`config.mk`:
```
export PLATFORM = sky130hd
export DESIGN_NAME = pcacr_regs
export DESIGN_NICKNAME = d
export VERILOG_FILES = /design/src/hw/pcacr_pkg.sv /design/src/hw/pcacr_channel.sv /design/src/hw/pcacr_regs.sv
export SDC_FILE = /design/constraint.sdc
export NUM_CORES = 1
export LEC_CHECK = 0
export CORE_MARGIN = 10
export CORE_UTILIZATION = 65
export CTS_CLUSTER_DIAMETER = 40
export CTS_CLUSTER_SIZE = 25
export DETAILED_ROUTE_END_ITERATION = 12
export DONT_BUFFER_PORTS = 1
export GPL_ROUTABILITY_DRIVEN = 1
export PLACE_DENSITY = 0.81
export RECOVER_POWER = 100
export SYNTH_ARGS = -nofsm -noshare
export SYNTH_HDL_FRONTEND = slang
export SYNTH_SLANG_ARGS = --single-unit
```
`constraint.sdc`:
```
create_clock -name i_ref_clk -period 17.05 [get_ports i_ref_clk]
set_clock_uncertainty 0.05 [all_clocks]
set_input_delay 3.41 -clock i_ref_clk [delete_from_list [all_inputs] [get_ports i_ref_clk]]
set_output_delay 3.41 -clock i_ref_clk [all_outputs]
set_load 0.02 [all_outputs]
```
`src/hw/pcacr_pkg.sv`:
```
package pcacr_pkg;

  localparam int PCACR_NCH = 6;
  // counter byte addresses
  localparam logic [7:0] PCACR_ADDR_CNT_LO = 8'hF9;
  localparam logic [7:0] PCACR_ADDR_CNT_HI = 8'hFA;
  // module byte addresses, index 0 is module 6 up to index 5 module 11
  localparam logic [5:0][7:0] PCACR_ADDR_CPL = {
    8'hCE, 8'hFD, 8'hED, 8'hEB, 8'hE9, 8'hFB
  };
  localparam logic [5:0][7:0] PCACR_ADDR_CPH = {
    8'hCF, 8'hFE, 8'hEE, 8'hEC, 8'hEA, 8'hFC
  };
  // reset values and counter step
  localparam logic [7:0] PCACR_BYTE_RST = 8'h00;
  localparam logic [15:0] PCACR_WORD_RST = 16'h0000;
  localparam logic [15:0] PCACR_CNT_STEP = 16'h0001;
  localparam logic PCACR_ECOM_RST = 1'b0;
  localparam logic [7:0] PCACR_UNMAPPED_RD = 8'h00;

  // state of one capture/compare module
  typedef struct packed {
    logic [15:0] capture;
    logic [15:0] reload;
    logic ecom;
    logic match;
  } pcacr_ch_st_t;

  // state of the counter and read path
  typedef struct packed {
    logic [15:0] counter;
    logic [7:0] snapshot;
    logic [7:0] rdata;
  } pcacr_top_st_t;

endpackage : pcacr_pkg

```
`src/hw/pcacr_channel.sv`:
```
`timescale 1ns/10ps
module pcacr_channel
  import pcacr_pkg::*;
(
  input wire logic i_ref_clk,
  input wire logic i_rst_n,
  input wire logic i_clk_en,
  input wire logic i_wr_lo,
  input wire logic i_wr_hi,
  input wire logic [7:0] i_wdata,
  input wire logic i_alias_sel,
  input wire logic i_ecom_load,
  input wire logic i_ecom_value,
  input wire logic [15:0] i_counter,
  output logic [15:0] o_capture,
  output logic [15:0] o_reload,
  output logic [15:0] o_view,
  output logic o_ecom,
  output logic o_match
);

  pcacr_ch_st_t st_r;
  pcacr_ch_st_t st_nxt;

  // byte writes, enable side effects and compare
  always_comb begin
    st_nxt = st_r;
    if (i_wr_lo) begin
      if (i_alias_sel) begin
        st_nxt.reload[7:0] = i_wdata;
      end else begin
        st_nxt.capture[7:0] = i_wdata;
      end
      st_nxt.ecom = 1'b0;
    end else if (i_wr_hi) begin
      if (i_alias_sel) begin
        st_nxt.reload[15:8] = i_wdata;
      end else begin
        st_nxt.capture[15:8] = i_wdata;
      end
      st_nxt.ecom = 1'b1;
    end else if (i_ecom_load) begin
      st_nxt.ecom = i_ecom_value;
    end
    st_nxt.match = st_r.ecom && (i_counter == st_r.capture);
  end

  // state register
  always_ff @(posedge i_ref_clk or negedge i_rst_n) begin
    if (!i_rst_n) begin
      st_r <= '0;
    end else if (i_clk_en) begin
      st_r <= st_nxt;
    end
  end

  assign o_capture = st_r.capture;
  assign o_reload = st_r.reload;
  assign o_view = i_alias_sel ? st_r.reload : st_r.capture;
  assign o_ecom = st_r.ecom;
  assign o_match = st_r.match;

  // checks on the byte side effects
  a_low_clears_en: assert property (
    @(posedge i_ref_clk) disable iff (!i_rst_n)
    i_clk_en && i_wr_lo |=> !o_ecom
  ) else $error("low byte write left enable set");

  a_high_sets_en: assert property (
    @(posedge i_ref_clk) disable iff (!i_rst_n)
    i_clk_en && i_wr_hi |=> o_ecom
  ) else $error("high byte write left enable clear");

  a_alias_steer: assert property (
    @(posedge i_ref_clk) disable iff (!i_rst_n)
    i_clk_en && i_wr_lo && i_alias_sel |=>
      o_reload[7:0] == $past(i_wdata) && o_capture == $past(o_capture)
  ) else $error("aliased write reached the wrong value");

  a_match_cause: assert property (
    @(posedge i_ref_clk) disable iff (!i_rst_n)
    $rose(o_match) |->
      $past(o_ecom) && $past(i_counter) == $past(o_capture)
  ) else $error("match without enable or equal count");

  c_alias_write: cover property (
    @(posedge i_ref_clk) disable iff (!i_rst_n)
    i_clk_en && i_wr_hi && i_alias_sel
  );

endmodule : pcacr_channel

```
`src/hw/pcacr_regs.sv`:
```
`timescale 1ns/10ps
module pcacr_regs
  import pcacr_pkg::*;
(
  input wire logic i_ref_clk,
  input wire logic i_arst_n,
  input wire logic i_clk_en,
  input wire logic i_sfr_page_sel,
  input wire logic [7:0] i_sfr_addr,
  input wire logic i_sfr_wr,
  input wire logic i_sfr_rd,
  input wire logic [7:0] i_sfr_wdata,
  output logic [7:0] o_sfr_rdata,
  input wire logic i_count_tick,
  input wire logic i_auto_reload_select,
  input wire logic [5:0] i_pwm_short_mode,
  input wire logic [5:0] i_ecom_load,
  input wire logic [5:0] i_ecom_value,
  output logic [15:0] o_counter,
  output logic [5:0] o_comparator_enable,
  output logic [5:0] o_match,
  output logic [5:0][15:0] o_capture_value,
  output logic [5:0][15:0] o_auto_reload
);

  logic [1:0] rst_sync_r;
  logic rst_n;
  pcacr_top_st_t st_r;
  pcacr_top_st_t st_nxt;
  logic wr_ok;
  logic rd_ok;
  logic hit_cnt_lo;
  logic hit_cnt_hi;
  logic [5:0] hit_lo;
  logic [5:0] hit_hi;
  logic [5:0] alias_sel;
  logic [5:0][15:0] view;
  logic any_hit;
  logic [15:0] cnt_inc;

  // reset release through two flops
  always_ff @(posedge i_ref_clk or negedge i_arst_n) begin
    if (!i_arst_n) begin
      rst_sync_r <= 2'b00;
    end else begin
      rst_sync_r <= {rst_sync_r[0], 1'b1};
    end
  end
  assign rst_n = rst_sync_r[1];

  // access qualification and address decode
  assign wr_ok = i_sfr_wr && i_sfr_page_sel;
  assign rd_ok = i_sfr_rd && i_sfr_page_sel;
  assign hit_cnt_lo = (i_sfr_addr == PCACR_ADDR_CNT_LO);
  assign hit_cnt_hi = (i_sfr_addr == PCACR_ADDR_CNT_HI);

  // helpers for the checks below
  assign any_hit = hit_cnt_lo || hit_cnt_hi || (|hit_lo) || (|hit_hi);
  assign cnt_inc = st_r.counter + PCACR_CNT_STEP;

  // one capture/compare module per channel
  for (genvar g = 0; g < PCACR_NCH; g++) begin : g_ch
    assign hit_lo[g] = (i_sfr_addr == PCACR_ADDR_CPL[g]);
    assign hit_hi[g] = (i_sfr_addr == PCACR_ADDR_CPH[g]);
    // alias only for 9 to 11-bit pwm under the select bit
    assign alias_sel[g] = i_auto_reload_select && i_pwm_short_mode[g];
    pcacr_channel u_ch (
      .i_ref_clk(i_ref_clk),
      .i_rst_n(rst_n),
      .i_clk_en(i_clk_en),
      .i_wr_lo(wr_ok && hit_lo[g]),
      .i_wr_hi(wr_ok && hit_hi[g]),
      .i_wdata(i_sfr_wdata),
      .i_alias_sel(alias_sel[g]),
      .i_ecom_load(i_ecom_load[g]),
      .i_ecom_value(i_ecom_value[g]),
      .i_counter(st_r.counter),
      .o_capture(o_capture_value[g]),
      .o_reload(o_auto_reload[g]),
      .o_view(view[g]),
      .o_ecom(o_comparator_enable[g]),
      .o_match(o_match[g])
    );
  end

  // counter, snapshot and registered read data
  always_comb begin
    st_nxt = st_r;
    if (i_count_tick) begin
      st_nxt.counter = st_r.counter + PCACR_CNT_STEP;
    end
    if (wr_ok && hit_cnt_lo) begin
      st_nxt.counter[7:0] = i_sfr_wdata;
    end
    if (wr_ok && hit_cnt_hi) begin
      st_nxt.counter[15:8] = i_sfr_wdata;
    end
    if (rd_ok) begin
      st_nxt.rdata = PCACR_UNMAPPED_RD;
      if (hit_cnt_lo) begin
        st_nxt.rdata = st_r.counter[7:0];
        st_nxt.snapshot = st_r.counter[15:8];
      end else if (hit_cnt_hi) begin
        st_nxt.rdata = st_r.snapshot;
      end
      for (int k = 0; k < PCACR_NCH; k++) begin
        if (hit_lo[k]) begin
          st_nxt.rdata = view[k][7:0];
        end
        if (hit_hi[k]) begin
          st_nxt.rdata = view[k][15:8];
        end
      end
    end
  end

  // state register, frozen while the clock enable is low
  always_ff @(posedge i_ref_clk or negedge rst_n) begin
    if (!rst_n) begin
      st_r <= '0;
    end else if (i_clk_en) begin
      st_r <= st_nxt;
    end
  end

  assign o_sfr_rdata = st_r.rdata;
  assign o_counter = st_r.counter;

  // snapshot loads only on a low byte read
  a_snap_on_low: assert property (
    @(posedge i_ref_clk) disable iff (!rst_n)
    i_clk_en && rd_ok && hit_cnt_lo |=>
      st_r.snapshot == $past(st_r.counter[15:8])
  ) else $error("snapshot not loaded on low byte read");

  a_snap_holds: assert property (
    @(posedge i_ref_clk) disable iff (!rst_n)
    !(i_clk_en && rd_ok && hit_cnt_lo) |=> $stable(st_r.snapshot)
  ) else $error("snapshot changed without low byte read");

  // low then high read returns the counter as it was at the low read
  a_pair_read: assert property (
    @(posedge i_ref_clk) disable iff (!rst_n)
    (i_clk_en && rd_ok && hit_cnt_lo) ##1
      (i_clk_en && rd_ok && hit_cnt_hi) |=>
      o_sfr_rdata == $past(st_r.counter[15:8], 2)
  ) else $error("high byte read not from snapshot");

  a_cnt_lo_wr: assert property (
    @(posedge i_ref_clk) disable iff (!rst_n)
    i_clk_en && wr_ok && hit_cnt_lo |=>
      o_counter[7:0] == $past(i_sfr_wdata)
  ) else $error("counter low byte write lost");

  a_cnt_hi_wr: assert property (
    @(posedge i_ref_clk) disable iff (!rst_n)
    i_clk_en && wr_ok && hit_cnt_hi |=>
      o_counter[15:8] == $past(i_sfr_wdata)
  ) else $error("counter high byte write lost");

  a_cnt_lo_rd: assert property (
    @(posedge i_ref_clk) disable iff (!rst_n)
    i_clk_en && rd_ok && hit_cnt_lo |=>
      o_sfr_rdata == $past(o_counter[7:0])
  ) else $error("counter low byte read wrong");

  a_cap_lo_rd: assert property (
    @(posedge i_ref_clk) disable iff (!rst_n)
    i_clk_en && rd_ok && hit_lo[0] && !alias_sel[0] |=>
      o_sfr_rdata == $past(o_capture_value[0][7:0])
  ) else $error("module low byte read wrong");

  a_cap_hi_wr: assert property (
    @(posedge i_ref_clk) disable iff (!rst_n)
    i_clk_en && wr_ok && hit_hi[5] && !alias_sel[5] |=>
      o_capture_value[5][15:8] == $past(i_sfr_wdata)
  ) else $error("module high byte write lost");

  a_cnt_runs: assert property (
    @(posedge i_ref_clk) disable iff (!rst_n)
    i_clk_en && i_count_tick && !(wr_ok && (hit_cnt_lo || hit_cnt_hi))
      |=> o_counter == 16'($past(o_counter) + PCACR_CNT_STEP)
  ) else $error("counter did not advance");

  // a low byte write in a tick cycle keeps the incremented high byte
  a_tick_lo_wr: assert property (
    @(posedge i_ref_clk) disable iff (!rst_n)
    i_clk_en && i_count_tick && wr_ok && hit_cnt_lo |=>
      o_counter[15:8] == $past(cnt_inc[15:8])
  ) else $error("tick lost beside counter low byte write");

  // high byte read returns the snapshot
  a_cnt_hi_rd: assert property (
    @(posedge i_ref_clk) disable iff (!rst_n)
    i_clk_en && rd_ok && hit_cnt_hi |=>
      o_sfr_rdata == $past(st_r.snapshot)
  ) else $error("counter high byte read not from snapshot");

  a_cap_hi_rd: assert property (
    @(posedge i_ref_clk) disable iff (!rst_n)
    i_clk_en && rd_ok && hit_hi[0] && !alias_sel[0] |=>
      o_sfr_rdata == $past(o_capture_value[0][15:8])
  ) else $error("module high byte read wrong");

  a_cap_lo_wr: assert property (
    @(posedge i_ref_clk) disable iff (!rst_n)
    i_clk_en && wr_ok && hit_lo[2] && !alias_sel[2] |=>
      o_capture_value[2][7:0] == $past(i_sfr_wdata)
  ) else $error("module low byte write lost");

  // aliased bytes reach the auto-reload value
  a_alias_rd: assert property (
    @(posedge i_ref_clk) disable iff (!rst_n)
    i_clk_en && rd_ok && hit_lo[1] && alias_sel[1] |=>
      o_sfr_rdata == $past(o_auto_reload[1][7:0])
  ) else $error("aliased low byte read wrong");

  a_alias_rd_hi: assert property (
    @(posedge i_ref_clk) disable iff (!rst_n)
    i_clk_en && rd_ok && hit_hi[5] && alias_sel[5] |=>
      o_sfr_rdata == $past(o_auto_reload[5][15:8])
  ) else $error("aliased high byte read wrong");

  a_alias_wr_hi: assert property (
    @(posedge i_ref_clk) disable iff (!rst_n)
    i_clk_en && wr_ok && hit_hi[1] && alias_sel[1] |=>
      o_auto_reload[1][15:8] == $past(i_sfr_wdata) &&
      o_capture_value[1] == $past(o_capture_value[1])
  ) else $error("aliased high byte write reached the wrong value");

  // enable side effects on every module
  a_lo_clears_all: assert property (
    @(posedge i_ref_clk) disable iff (!rst_n)
    i_clk_en && wr_ok && (|hit_lo) |=>
      (o_comparator_enable & $past(hit_lo)) == 6'h00
  ) else $error("low byte write left an enable set");

  a_hi_sets_all: assert property (
    @(posedge i_ref_clk) disable iff (!rst_n)
    i_clk_en && wr_ok && (|hit_hi) |=>
      (o_comparator_enable & $past(hit_hi)) == $past(hit_hi)
  ) else $error("high byte write left an enable clear");

  // compare follows the enable
  a_match_needs_en: assert property (
    @(posedge i_ref_clk) disable iff (!rst_n)
    $past(i_clk_en) && o_match[0] |->
      $past(o_comparator_enable[0])
  ) else $error("match with enable clear");

  a_match_when_eq: assert property (
    @(posedge i_ref_clk) disable iff (!rst_n)
    i_clk_en && o_comparator_enable[0] &&
      o_counter == o_capture_value[0] |=> o_match[0]
  ) else $error("no match with enable set and equal count");

  // read path and gating
  a_unmapped_rd: assert property (
    @(posedge i_ref_clk) disable iff (!rst_n)
    i_clk_en && rd_ok && !any_hit |=> o_sfr_rdata == PCACR_UNMAPPED_RD
  ) else $error("unmapped read returned data");

  a_rdata_holds: assert property (
    @(posedge i_ref_clk) disable iff (!rst_n)
    !(i_clk_en && rd_ok) |=> $stable(o_sfr_rdata)
  ) else $error("read data changed without a read");

  a_freeze: assert property (
    @(posedge i_ref_clk) disable iff (!rst_n)
    !i_clk_en |=> $stable(o_counter) && $stable(o_capture_value) &&
      $stable(o_auto_reload) && $stable(o_comparator_enable)
  ) else $error("state moved while the clock enable was low");

  a_page_gate: assert property (
    @(posedge i_ref_clk) disable iff (!rst_n)
    i_clk_en && !i_sfr_page_sel && !i_count_tick |=>
      $stable(o_counter) && $stable(o_capture_value) &&
      $stable(o_auto_reload)
  ) else $error("write landed with the page deselected");

  // main scenarios
  c_pair_read: cover property (
    @(posedge i_ref_clk) disable iff (!rst_n)
    (rd_ok && hit_cnt_lo) ##1 (rd_ok && hit_cnt_hi)
  );

  c_update_seq: cover property (
    @(posedge i_ref_clk) disable iff (!rst_n)
    (wr_ok && hit_lo[0]) ##[1:4] (wr_ok && hit_hi[0])
  );

  c_match: cover property (
    @(posedge i_ref_clk) disable iff (!rst_n)
    o_match[0]
  );

endmodule : pcacr_regs

```
# --- Word-level counts from Yosys, hierarchy flattened ---
# Cells that the tools add are included.
classes:
  addsub: 1
  n_eq_ne: 20
  mux: 41
  bitwise: 12
  n_reduce_logical: 70
op_table:
  columns: ["operator", "count"]
  rows:
  - ["8-bit two-way mux", 16]
  - ["8-bit == test, second input constant", 14]
  - ["16-bit two-way mux", 7]
  - ["16-bit == test", 6]
  - ["4-bit AND reduction", 12]
  - ["3-bit AND reduction", 13]
  - ["1-bit logical AND", 28]
  - ["1-bit two-way mux", 18]
  - ["2-bit AND reduction", 9]
  - ["3-bit nonzero test", 6]
  - ["16-bit by 1-bit adder with 16-bit output, second input constant", 1]
  - ["1-bit inverter", 12]
  - ["2-bit nonzero test", 2]
word_totals:
  ff_bits: 238
  input_bits: 42
  out_inout_bits: 228
  word_cells: 185

# --- Logic depth before layout (Yosys ltp) ---
# Gate-level depths: netlist of the first run.
depth:
  ltp_word: 15
  ltp_mapped: 8
  depth_no_buf: 6

# --- Hierarchy ---
# Synthesis of the first run repeated with hierarchy kept, for this count alone.
unflattened:
  cells_unflattened: 1149
  hier_area_um2: 13445.4
modules_own_cells:
  columns: ["mod", "n_inst", "cells_each", "area_each_um2", "seq_area_each_um2"]
  rows:
  - ["pcacr_channel", 6, 119, 1687.9, 850.8]
  - ["pcacr_regs", 1, 435, 3318.2, 850.8]

# --- Worst setup path after synthesis of the first run ---
# Ideal clock, no wire load.
synth_path:
  kind: "input to register"
  start: "input port i_sfr_addr[0]"
  end: "register g_ch[0].u_ch.st_r (netlist bit g_ch[0].u_ch.o_capture[10])"
  setup_ns: 0.125
  arrival_time_ns: 4.760
  t_required_ns: 16.875
  path_slack_ns: 12.116
  stages: 6
  path_buffers: 2
  cell_sequence: "buf_4 -> and4bb_2 -> buf_4 -> nand3_1 -> a21oi_2 -> mux2_2"
synth_between:
  elab_chain_cells: 4
  word_cells_on_any_way: 6
  classes_between: "2 x eq/ne; 1 x bitwise; 3 x reduce/logical"
synth_lines:
  columns: ["element", "line_no", "source"]
  rows:
  - ["start: declaration", "pcacr_regs.sv:9", "input wire logic [7:0] i_sfr_addr,"]
  - ["8-bit == test", "pcacr_regs.sv:63", "assign hit_lo[g] = (i_sfr_addr == PCACR_ADDR_CPL[g]);"]
  - ["1-bit logical AND", "pcacr_regs.sv:71", ".i_wr_lo(wr_ok && hit_lo[g]),"]
  - ["1-bit inverter (no source line)", null, null]
  - ["4-bit AND reduction (no source line) *", null, null]
  - ["end signal: assignment", "pcacr_channel.sv:53", "st_r <= st_nxt;"]
  - ["end: declaration", "pcacr_channel.sv:22", "pcacr_ch_st_t st_r;"]
# Every way passes the cells marked *; elsewhere a longest branch is shown, timed or not.
# A chain may end at the register's enable or synchronous reset.

# --- Worst setup path in the final report of the first run ---
layout_path:
  start: "input port i_sfr_addr[4]"
  end: "register g_ch[1].u_ch.st_r (netlist bit g_ch[1].u_ch.o_reload[0])"
layout_between:
  elab_chain_cells: 3
layout_lines:
  columns: ["element", "line_no"]
  rows:
  - ["8-bit == test", "pcacr_regs.sv:63"]
  - ["1-bit logical AND", "pcacr_regs.sv:71"]
  - ["3-bit AND reduction (no source line)", null]
  - ["end signal: assignment", "pcacr_channel.sv:53"]
  - ["end: declaration", "pcacr_channel.sv:22"]
# Every way passes these cells.

==> reports/results.ini, run 1 <==
[critical_path]
launch_instance_of_the_worst_register_to_register_path = rst_sync_r[1]
slowest_delay_ns = 1.38
worst_ep_required_time_ns = 17.40
worst-r2r-cell-count = 1
endpoint_kind = register
ff2ff_setup_slack_ns = 13.77
startpoint = i_sfr_addr[4]
worst_setup_path_class = in2reg
timing.rr.end = g_ch[0].u_ch.o_reload[15]
timing.critical_path.from_type = input pin
endpoint = g_ch[1].u_ch.o_reload[0]
worstPathMaxFanout = 20
crit_path_max_delay_cell_type = sky130_fd_sc_hd__nor4_1
cp.arrival_ns = 6.41
critical_path.cell_chain = and4b_1 > nand2_1 > nor4_1 > mux2_2

[timing]
timing.final.crit_period_ns = 6.054
timing.fmax_mhz = 165.2
max_slew_violation_count = 147
tightest_slew_ns = 3.044
min_period_over_period_pct = 35.51
final_critical_path_setup_slack_ns = 11.00
fin_tns_setup_ns = 0
timing_hold_violations_final = 0
rsz0062_at_grt = false
setup_viol = 0
max_slew_margin_pct = -103.0

[cells_and_area]
fraction_of_the_core_area_covered_by_cells_at_the_end_of_the_flow_pct = 69.33
flow.area_growth_from_synthesis_pct = 5.011
stdcell_count = 1496
layout.cell_area.non_filler_sq_um = 14530
multi_input_gate_area_sq_um = 6813
layout.filler_cells = 1570
share_of_final_layout_standard_cells_stronger_than_drive_strength_1_pct = 22.30
area.sequential_sq_um = 5956
design.final.nets = 1236

[die]
floorplan.core_area_sq_um = 20960
placementRows = 53
initial_core_util_pct = 66.02
ioPinCount = 270
design.die.area_sq_um = 27520
die-height_um = 165.9
chipWidth_um = 165.9

[min_path]
min_path_type = reg2reg

[pwr]
power.switching_fraction_pct = 28.27
p_sw_uw = 436.2
clockPowerShare_pct = 50.6
portion_of_total_power_attributed_to_combinational_logic_pct = 8.4
p_int_uw = 1107
worst_ir_drop_vdd_v = 0.0001044
leakage_uw = 0.007057
share_seq_of_total_power_pct = 41.0
pwr_density_cell_nw_per_um2 = 106.2

[grt]
first_global_vias = 11010
antenna_found_initial = 1
grt_start_max_net_pins = 161
tot_gr_track_use_pct = 34.90
grt_first_pass_wirelength_mm = 74.26
gr-total-overflow = 0

[cts]
clock_path_buffers = 3
holdBufCountCts = 0
cts-root-buf = sky130_fd_sc_hd__clkbuf_16
clock_sinks = 238
cts_tree = done
htree_num_levels = 2
worst_skew_pair.late_latency_ns = 0.52
path_clk_slew_ns = 0.06
cts.repair_timing.setup_buffer_count = 0
tritoncts.num_buffers = 36
cts_repair_resize_count = 0

[run_status]
violated_checks = max-capacitance violations, max-slew violations
status = complete, but fails checks

[drt]
drt_iter0_drc = 1388
drt-total-wl_mm = 50.65
dr.pass1.iters = 7
drt_drc_violations_left = 0
drt.antenna.violating_nets = 0
route.vias.total = 11060
vias_per_cell = 7.391
wl_per_cell_um = 33.86

[yosys]
postSynthAreaPerCell_sq_um = 10.83
synth_fp_nets = 1321
syn_area_sq_um = 13830
seq_area_frac_synth_pct = 43.05
asyncSetResetFlopFracSynth_pct = 100.0
yosys_warnings = 0
post_synth_edffs = 0
yosys_register_bits = 238
main_flop_type_after_synthesis = sky130_fd_sc_hd__dfrtp_1
post_synth_inst_count = 1278
synth_cell_type_count = 77

[placed_design]
port_buffers = 0
place_inst = 1430
preCtsSetupSlack_ns = 11.57
placed_cell_area_sq_um = 13510
final_weighted_congestion_in_routability_driven_placement = 1.028
detailedPlacementHpwl_mm = 35.05

[flow_run]
maxCapViolCount = 7

[through the flow]
step	power (uW)	hold slack [ns]
4_1_cts	1543	0.3034
6_report	1543	0.3004
3_3_place_gp	767.0	0.2852
5_1_grt	1580	0.3123
3_5_place_dp	770.8	0.2920
2_1_floorplan	742.2	0.2812
[cells in the mapped netlist, drive strengths merged (9+ instances only)]
library cell / count / area share, %
dfrtp: 238 / 43
mux2: 200 / 16
xor2: 90 / 5.7
buf: 84 / 4.1
a21oi: 74 / 2.8
nand2: 72 / 2.2
o21ai: 60 / 2.2
and3: 53 / 2.4
clkbuf: 49 / 1.4
a211oi: 32 / 1.7
nor3: 32 / 1.8
nor2: 27 / 0.93
mux2i: 24 / 1.7
nand3: 24 / 1.0
nand4: 23 / 1.1
nor4: 21 / 1.2
o22ai: 20 / 0.90
a21boi: 17 / 1.0
o211ai: 16 / 0.87
inv: 14 / 0.38
a31oi: 9 / 0.41
nand4bb: 9 / 0.85
o31ai: 9 / 0.49
[worst max-delay path, delay by kind of cell]
family           cells  cell delay [ns]
muxes                1             0.44
and+or+nand+nor      3             2.54
[metal layers]
layer	global-route usage, %	wire length [um]	up-vias
met2	54.81	23220	815
met3	14.60	6889	214
li1	-	-	4528
met1	39.96	17290	5498
met5	0	8	-
met4	18.34	3241	2
[final cells by class]
| class | count | area share [%] |
|---|---|---|
| clock buffers | 42 | 6.718 |
| clock inverters | 23 | 2.170 |
| multi-input cells | 893 | 46.90 |
| flip-flops and latches | 238 | 41.00 |
| diodes | 1 | 0.01723 |
| repair buffers | 10 | 0.4737 |
| well taps | 275 | 2.368 |
| inverters | 14 | 0.3617 |
[kinds of logic (layout without fill, tap and decap cells)]
| kind of cell | Yosys count | in the layout | synth area share, % |
|---|---|---|---|
| flip-flops | 238 | 238 | 43.05 |
| AO/OA/AOI/OAI | 281 | 281 | 13.12 |
| XOR/XNOR | 96 | 96 | 6.078 |
| buffers and inverters | 147 | 89 | 5.860 |
| adder cells (fa/ha/maj) | 1 | 1 | 0.09043 |
| other | 1 | 2 | 0.02711 |
| multiplexers | 224 | 224 | 18.02 |
| AND/OR/NAND/NOR | 290 | 290 | 13.76 |
[cell usage in the layout, fill, tap and decap left out, drive strengths merged, types with 24 or more instances in the layout]
master,instances
nor2,27
nand2,72
dfrtp,238
a211oi,32
mux2,200
and3,53
nor3,32
o21ai,60
nand3,24
mux2i,24
clkbuf,47
xor2,90
a21oi,74
[state kept, by name, indices dropped and copies added, names as in the netlist]
register and cells:
g_ch.u_ch.o_capture 96, g_ch.u_ch.o_reload 96, o_counter 16, o_sfr_rdata 8
st_r 8, g_ch.u_ch.o_ecom 6, g_ch.u_ch.o_match 6, rst_sync_r 2
[how the worst min path moves through the flow]
stage | start | to | slack (ns) | cells past startpoint
after floorplan | rst_sync_r[0] | rst_sync_r[1] | 0.28 | 0
after global placement | rst_sync_r[0] | rst_sync_r[1] | 0.29 | 0
after detailed placement | rst_sync_r[0] | rst_sync_r[1] | 0.29 | 0
after CTS | rst_sync_r[0] | rst_sync_r[1] | 0.30 | 0
after global routing | rst_sync_r[0] | rst_sync_r[1] | 0.31 | 0
final | rst_sync_r[0] | rst_sync_r[1] | 0.30 | 0
[power groups by stage]
stage	registers, uW	logic, uW	clock network (uW)
global placement	641	126	0
finish	633	130	780
detailed placement	641	129	0
global route	633	138	809
floorplan	609	133	0
CTS	631	131	781
Note: power is estimated with default switching activity, not from simulation.
==> inputs of run 2 (changes only) <==
- clock period: 17.05 -> 6.1 ns (I/O delays scaled with it)
==> reports/results.ini, run 2 (synthesis results as in run 1) <==
[critical_path]
cp.arrival_ns = 4.18
worst_setup_path_class = in2reg
crit_path_max_delay_cell_type = sky130_fd_sc_hd__nor4_1
worstPathMaxFanout = 20
slowest_delay_ns = 1.37
worst_ep_required_time_ns = 6.43
timing.critical_path.from_type = input pin
endpoint_kind = register
critical_path.cell_chain = and4b_1 > nand2_1 > nor4_1 > mux2_2

[timing]
timing.final.crit_period_ns = 3.847
max_slew_margin_pct = -61.20
setup_viol = 0
max_slew_violation_count = 196
timing_hold_violations_final = 0
rsz0062_at_grt = false
tightest_slew_ns = 2.418
timing.fmax_mhz = 260.0
min_period_over_period_pct = 63.06
fin_tns_setup_ns = 0

[cts]
worst_skew_pair.late_latency_ns = 0.52
path_clk_slew_ns = 0.05
tritoncts.num_buffers = 34
htree_num_levels = 2
cts.repair_timing.setup_buffer_count = 0
cts-root-buf = sky130_fd_sc_hd__clkbuf_16
cts_repair_resize_count = 0
clock_sinks = 238
holdBufCountCts = 0
cts_tree = done
clock_path_buffers = 3

[die]
design.die.area_sq_um = 27520
floorplan.core_area_sq_um = 20960
ioPinCount = 270
initial_core_util_pct = 66.02
placementRows = 53
chipWidth_um = 165.9
die-height_um = 165.9

[cells_and_area]
layout.cell_area.non_filler_sq_um = 14380
stdcell_count = 1490
layout.cells.most_common_list = sky130_fd_sc_hd__dfrtp_1, sky130_fd_sc_hd__mux2_2, sky130_fd_sc_hd__xor2_1
flow.area_growth_from_synthesis_pct = 3.934
design.final.nets = 1233
share_of_final_layout_standard_cells_stronger_than_drive_strength_1_pct = 22.08
layout_commonest_cell = sky130_fd_sc_hd__dfrtp_1

[drt]
route.vias.total = 10950
drt-total-wl_mm = 50.16
dr.pass1.iters = 6
drt_iter0_drc = 1422
drt_drc_violations_left = 0
wl_per_cell_um = 33.67
vias_per_cell = 7.350
drt.antenna.violating_nets = 0

[grt]
antenna_found_initial = 0
first_global_vias = 10880
grt_start_max_net_pins = 114
grt_first_pass_wirelength_mm = 73.40
gr-total-overflow = 0
tot_gr_track_use_pct = 34.62

[min_path]
min_path_type = reg2reg

[run_status]
violated_checks = max-capacitance violations, max-slew violations
status = complete, but fails checks

[placed_design]
port_buffers = 0
placed_cell_area_sq_um = 13500
final_weighted_congestion_in_routability_driven_placement = 1.012
place_inst = 1429
detailedPlacementHpwl_mm = 35.09

[pwr]
worst_ir_drop_vdd_v = 0.0002222
leakage_uw = 0.006996
pwr_density_cell_nw_per_um2 = 284.7

[flow_run]
maxCapViolCount = 9

## run 2: metrics by stage
stage / hold WS [ns] / total power (uW) / utilization [%] / setup slack [ns]
after floorplan: 0.2811 / 2074 / - / 2.141
after global placement: 0.2833 / 2141 / 64.44 / 2.546
after detailed placement: 0.2865 / 2154 / 64.44 / 2.468
after CTS: 0.2987 / 4107 / 69.91 / 2.991
after global routing: 0.3145 / 4202 / 68.61 / 1.689
final: 0.2967 / 4094 / 68.62 / 2.253
## run 2: path summary, 6_finish.rpt
kind	from	endpoint	slack, ns	cells past startpoint
min in group asynchronous	i_arst_n	rst_sync_r[0]	0.36	0
worst min register to register	rst_sync_r[0]	rst_sync_r[1]	0.30	0
worst max-delay path	i_sfr_addr[4]	g_ch[1].u_ch.o_reload[7]	2.25	4
worst max register to register	rst_sync_r[1]	g_ch[5].u_ch.o_ecom	2.38	1
max in group asynchronous	rst_sync_r[1]	g_ch[5].u_ch.o_ecom	2.38	1
worst min-delay path	rst_sync_r[0]	rst_sync_r[1]	0.30	0
## run 2: critical path, delay by kind of cell
| family | cells | cell delay [ns] |
|---|---|---|
| multiplexers | 1 | 0.44 |
| AND/OR/NAND/NOR | 3 | 2.51 |
## run 2: final cells by class
class	count	area (sq um)
Tap cell	275	344.1
Multi-Input combinational cell	893	6820
Timing Repair Buffer	9	58.81
Clock inverter	21	224.0
Clock buffer	39	920.9
Inverter	14	52.55
Fill cell	1576	6576
Sequential cell	238	5956
Antenna cell	1	2.502
## run 2: per-layer routing
| layer | GRT usage (%) | wire length [um] | vias up |
|---|---|---|---|
| li1 | - | - | 4517 |
| met1 | 40.62 | 17550 | 5445 |
| met2 | 52.58 | 22510 | 786 |
| met3 | 14.62 | 7104 | 204 |
| met4 | 19.38 | 3008 | 0 |
| met5 | 0 | 0 | - |
## run 2: power by group
| part | total (uW) | internal, uW | leakage, uW | switching [uW] |
|---|---|---|---|---|
| Clock | 1960 | 1170 | 0.000552 | 798 |
| Combinational | 377 | 130 | 0.00316 | 247 |
| Sequential | 1750 | 1610 | 0.00329 | 141 |
==> inputs of run 3 (changes only) <==
- clock period: 6.1 -> 3.9 ns (I/O delays scaled with it)
==> reports/results.ini, run 3 (synthesis results as in run 1) <==
[critical_path]
worstPathMaxFanout = 20
critical_path_buf_inv_count = 0
endpoint_kind = register
crit_path_max_delay_cell_type = sky130_fd_sc_hd__nor4_1
slowest_delay_ns = 1.25
worst_setup_path_class = in2reg
critical_path.cell_chain = and4b_1 > nand2_8 > nor4_1 > mux2_2
timing.critical_path.from_type = input pin
worst_path_dominant_cell_family = simple AND/OR/NAND/NOR gates
worst_ep_required_time_ns = 4.30
ff2ff_setup_slack_ns = 1.10
cp.arrival_ns = 3.49

[grt]
tot_gr_track_use_pct = 34.09
first_global_vias = 10940
grt_first_pass_wirelength_mm = 73.02
grt_start_max_net_pins = 90
gr-total-overflow = 0
antenna_found_initial = 0

[timing]
tightest_slew_ns = 1.691
rsz0062_at_grt = false
timing.fmax_mhz = 324.1
min_period_over_period_pct = 79.13
final_critical_path_setup_slack_ns = 0.8141
max_slew_margin_pct = -12.70
setup_viol = 0
max_slew_violation_count = 53
timing_hold_violations_final = 0
timing.final.crit_period_ns = 3.086
fin_tns_setup_ns = 0

[drt]
dr.pass1.iters = 6
wl_per_cell_um = 32.96
drt-total-wl_mm = 49.34
route.vias.total = 10990
drt.antenna.violating_nets = 0
vias_per_cell = 7.339
drt_iter0_drc = 1424
drt_drc_violations_left = 0

[cells_and_area]
layout_commonest_cell = sky130_fd_sc_hd__dfrtp_1
num_antenna_cells = 0
layout.filler_cells = 1570
share_of_final_layout_standard_cells_stronger_than_drive_strength_1_pct = 22.75
layout.cells.most_common_list = sky130_fd_sc_hd__dfrtp_1, sky130_fd_sc_hd__mux2_2, sky130_fd_sc_hd__xor2_1
design.final.nets = 1240
flow.area_growth_from_synthesis_pct = 4.332

[placed_design]
preCtsSetupSlack_ns = 1.029
final_weighted_congestion_in_routability_driven_placement = 0.9723
port_buffers = 0
detailedPlacementHpwl_mm = 34.98

[pwr]
pwr_density_cell_nw_per_um2 = 436.3
leakage_uw = 0.007021
portion_of_total_power_attributed_to_combinational_logic_pct = 10.0
p_int_uw = 4428
design_power_total_uw = 6298
power.switching_fraction_pct = 29.69
share_seq_of_total_power_pct = 43.1
worst_ir_drop_vdd_v = 0.0003358
clockPowerShare_pct = 47.0
p_sw_uw = 1870

[die]
chipWidth_um = 165.9
die-height_um = 165.9
placementRows = 53
design.die.area_sq_um = 27520
floorplan.core_area_sq_um = 20960
initial_core_util_pct = 66.02
ioPinCount = 270

[cts]
path_clk_slew_ns = 0.06
clock_path_buffers = 3
htree_num_levels = 1
worst_skew_pair.late_latency_ns = 0.58
clock_sinks = 238
cts_tree = done
cts-root-buf = sky130_fd_sc_hd__clkbuf_16
tritoncts.num_buffers = 31
cts_repair_resize_count = 0

[min_path]
min_path_type = in2reg

[run_status]
status = complete, but fails checks
violated_checks = max-capacitance violations, max-slew violations

[flow_run]
maxCapViolCount = 3

run 3: cell types whose count changed in the layout (fill, tap and decap cells not counted), sizes merged:
cell / previous run / this run
clkinv: 5 / 9
buf: 3 / 5
bufinv: 1 / 2
clkbuf: 45 / 46
clkinvlp: 4 / 3
diode: 1 / 0
dlygate4sd3: 0 / 1
run 3: what timing repair did:
item	CTS	global route
hold endpoints to repair	2	0
hold buffers	1	0
setup buffers	0	0
run 3: worst paths after layout:
| kind | from | end | depth (start not counted) |
|---|---|---|---|
| worst max register to register | o_counter[0] | o_counter[10] | 6 |
| worst min register to register | rst_sync_r[0] | rst_sync_r[1] | 0 |
| min in group asynchronous | i_arst_n | rst_sync_r[1] | 1 |
| max in group asynchronous | rst_sync_r[1] | g_ch[3].u_ch.o_reload[4] | 1 |
| worst min-delay path | i_clk_en | g_ch[4].u_ch.o_ecom | 1 |
| worst max-delay path | i_sfr_addr[4] | g_ch[1].u_ch.o_reload[5] | 4 |
run 3: final cells by class:
| class | count | area, sq um | area share, % |
|---|---|---|---|
| inverter | 14 | 52.55 | 0.3641 |
| clock inverter | 25 | 292.8 | 2.028 |
| timing repair buffer | 19 | 110.1 | 0.7628 |
| clock buffer | 33 | 803.3 | 5.565 |
| sequential | 238 | 5959 | 41.29 |
| tap | 275 | 344.1 | 2.384 |
| multi-input combinational | 893 | 6872 | 47.61 |
run 3: power groups by stage:
stage	Sequential, uW	Clock [uW]	Combinational (uW)
after floorplan	2660	0	581
after global placement	2750	0	617
after detailed placement	2750	0	630
after CTS	2710	2960	634
after global routing	2720	3060	664
final	2710	2960	627
run 3: routing by layer:
metal / wire, um / share of wire, % / global-route usage [%] / up-vias
met5: 0 / 0 / 0 / -
met4: 3192 / 6.5 / 17.57 / 0
met3: 6707 / 14 / 12.73 / 208
met2: 22180 / 45 / 52.75 / 789
met1: 17260 / 35 / 40.79 / 5455
li1: - / - / - / 4534
run 3: metrics by stage:
step	area, sq um	std cells	hold slack, ns	utilization (%)
6_report	14430	1497	0.2371	68.88
5_1_grt	14430	1497	0.2364	68.88
4_1_cts	14690	1497	0.2407	70.10
3_5_place_dp	13580	1438	0.2889	64.83
3_3_place_gp	13580	1438	0.2870	64.83
2_1_floorplan	13840	1278	0.2812	-
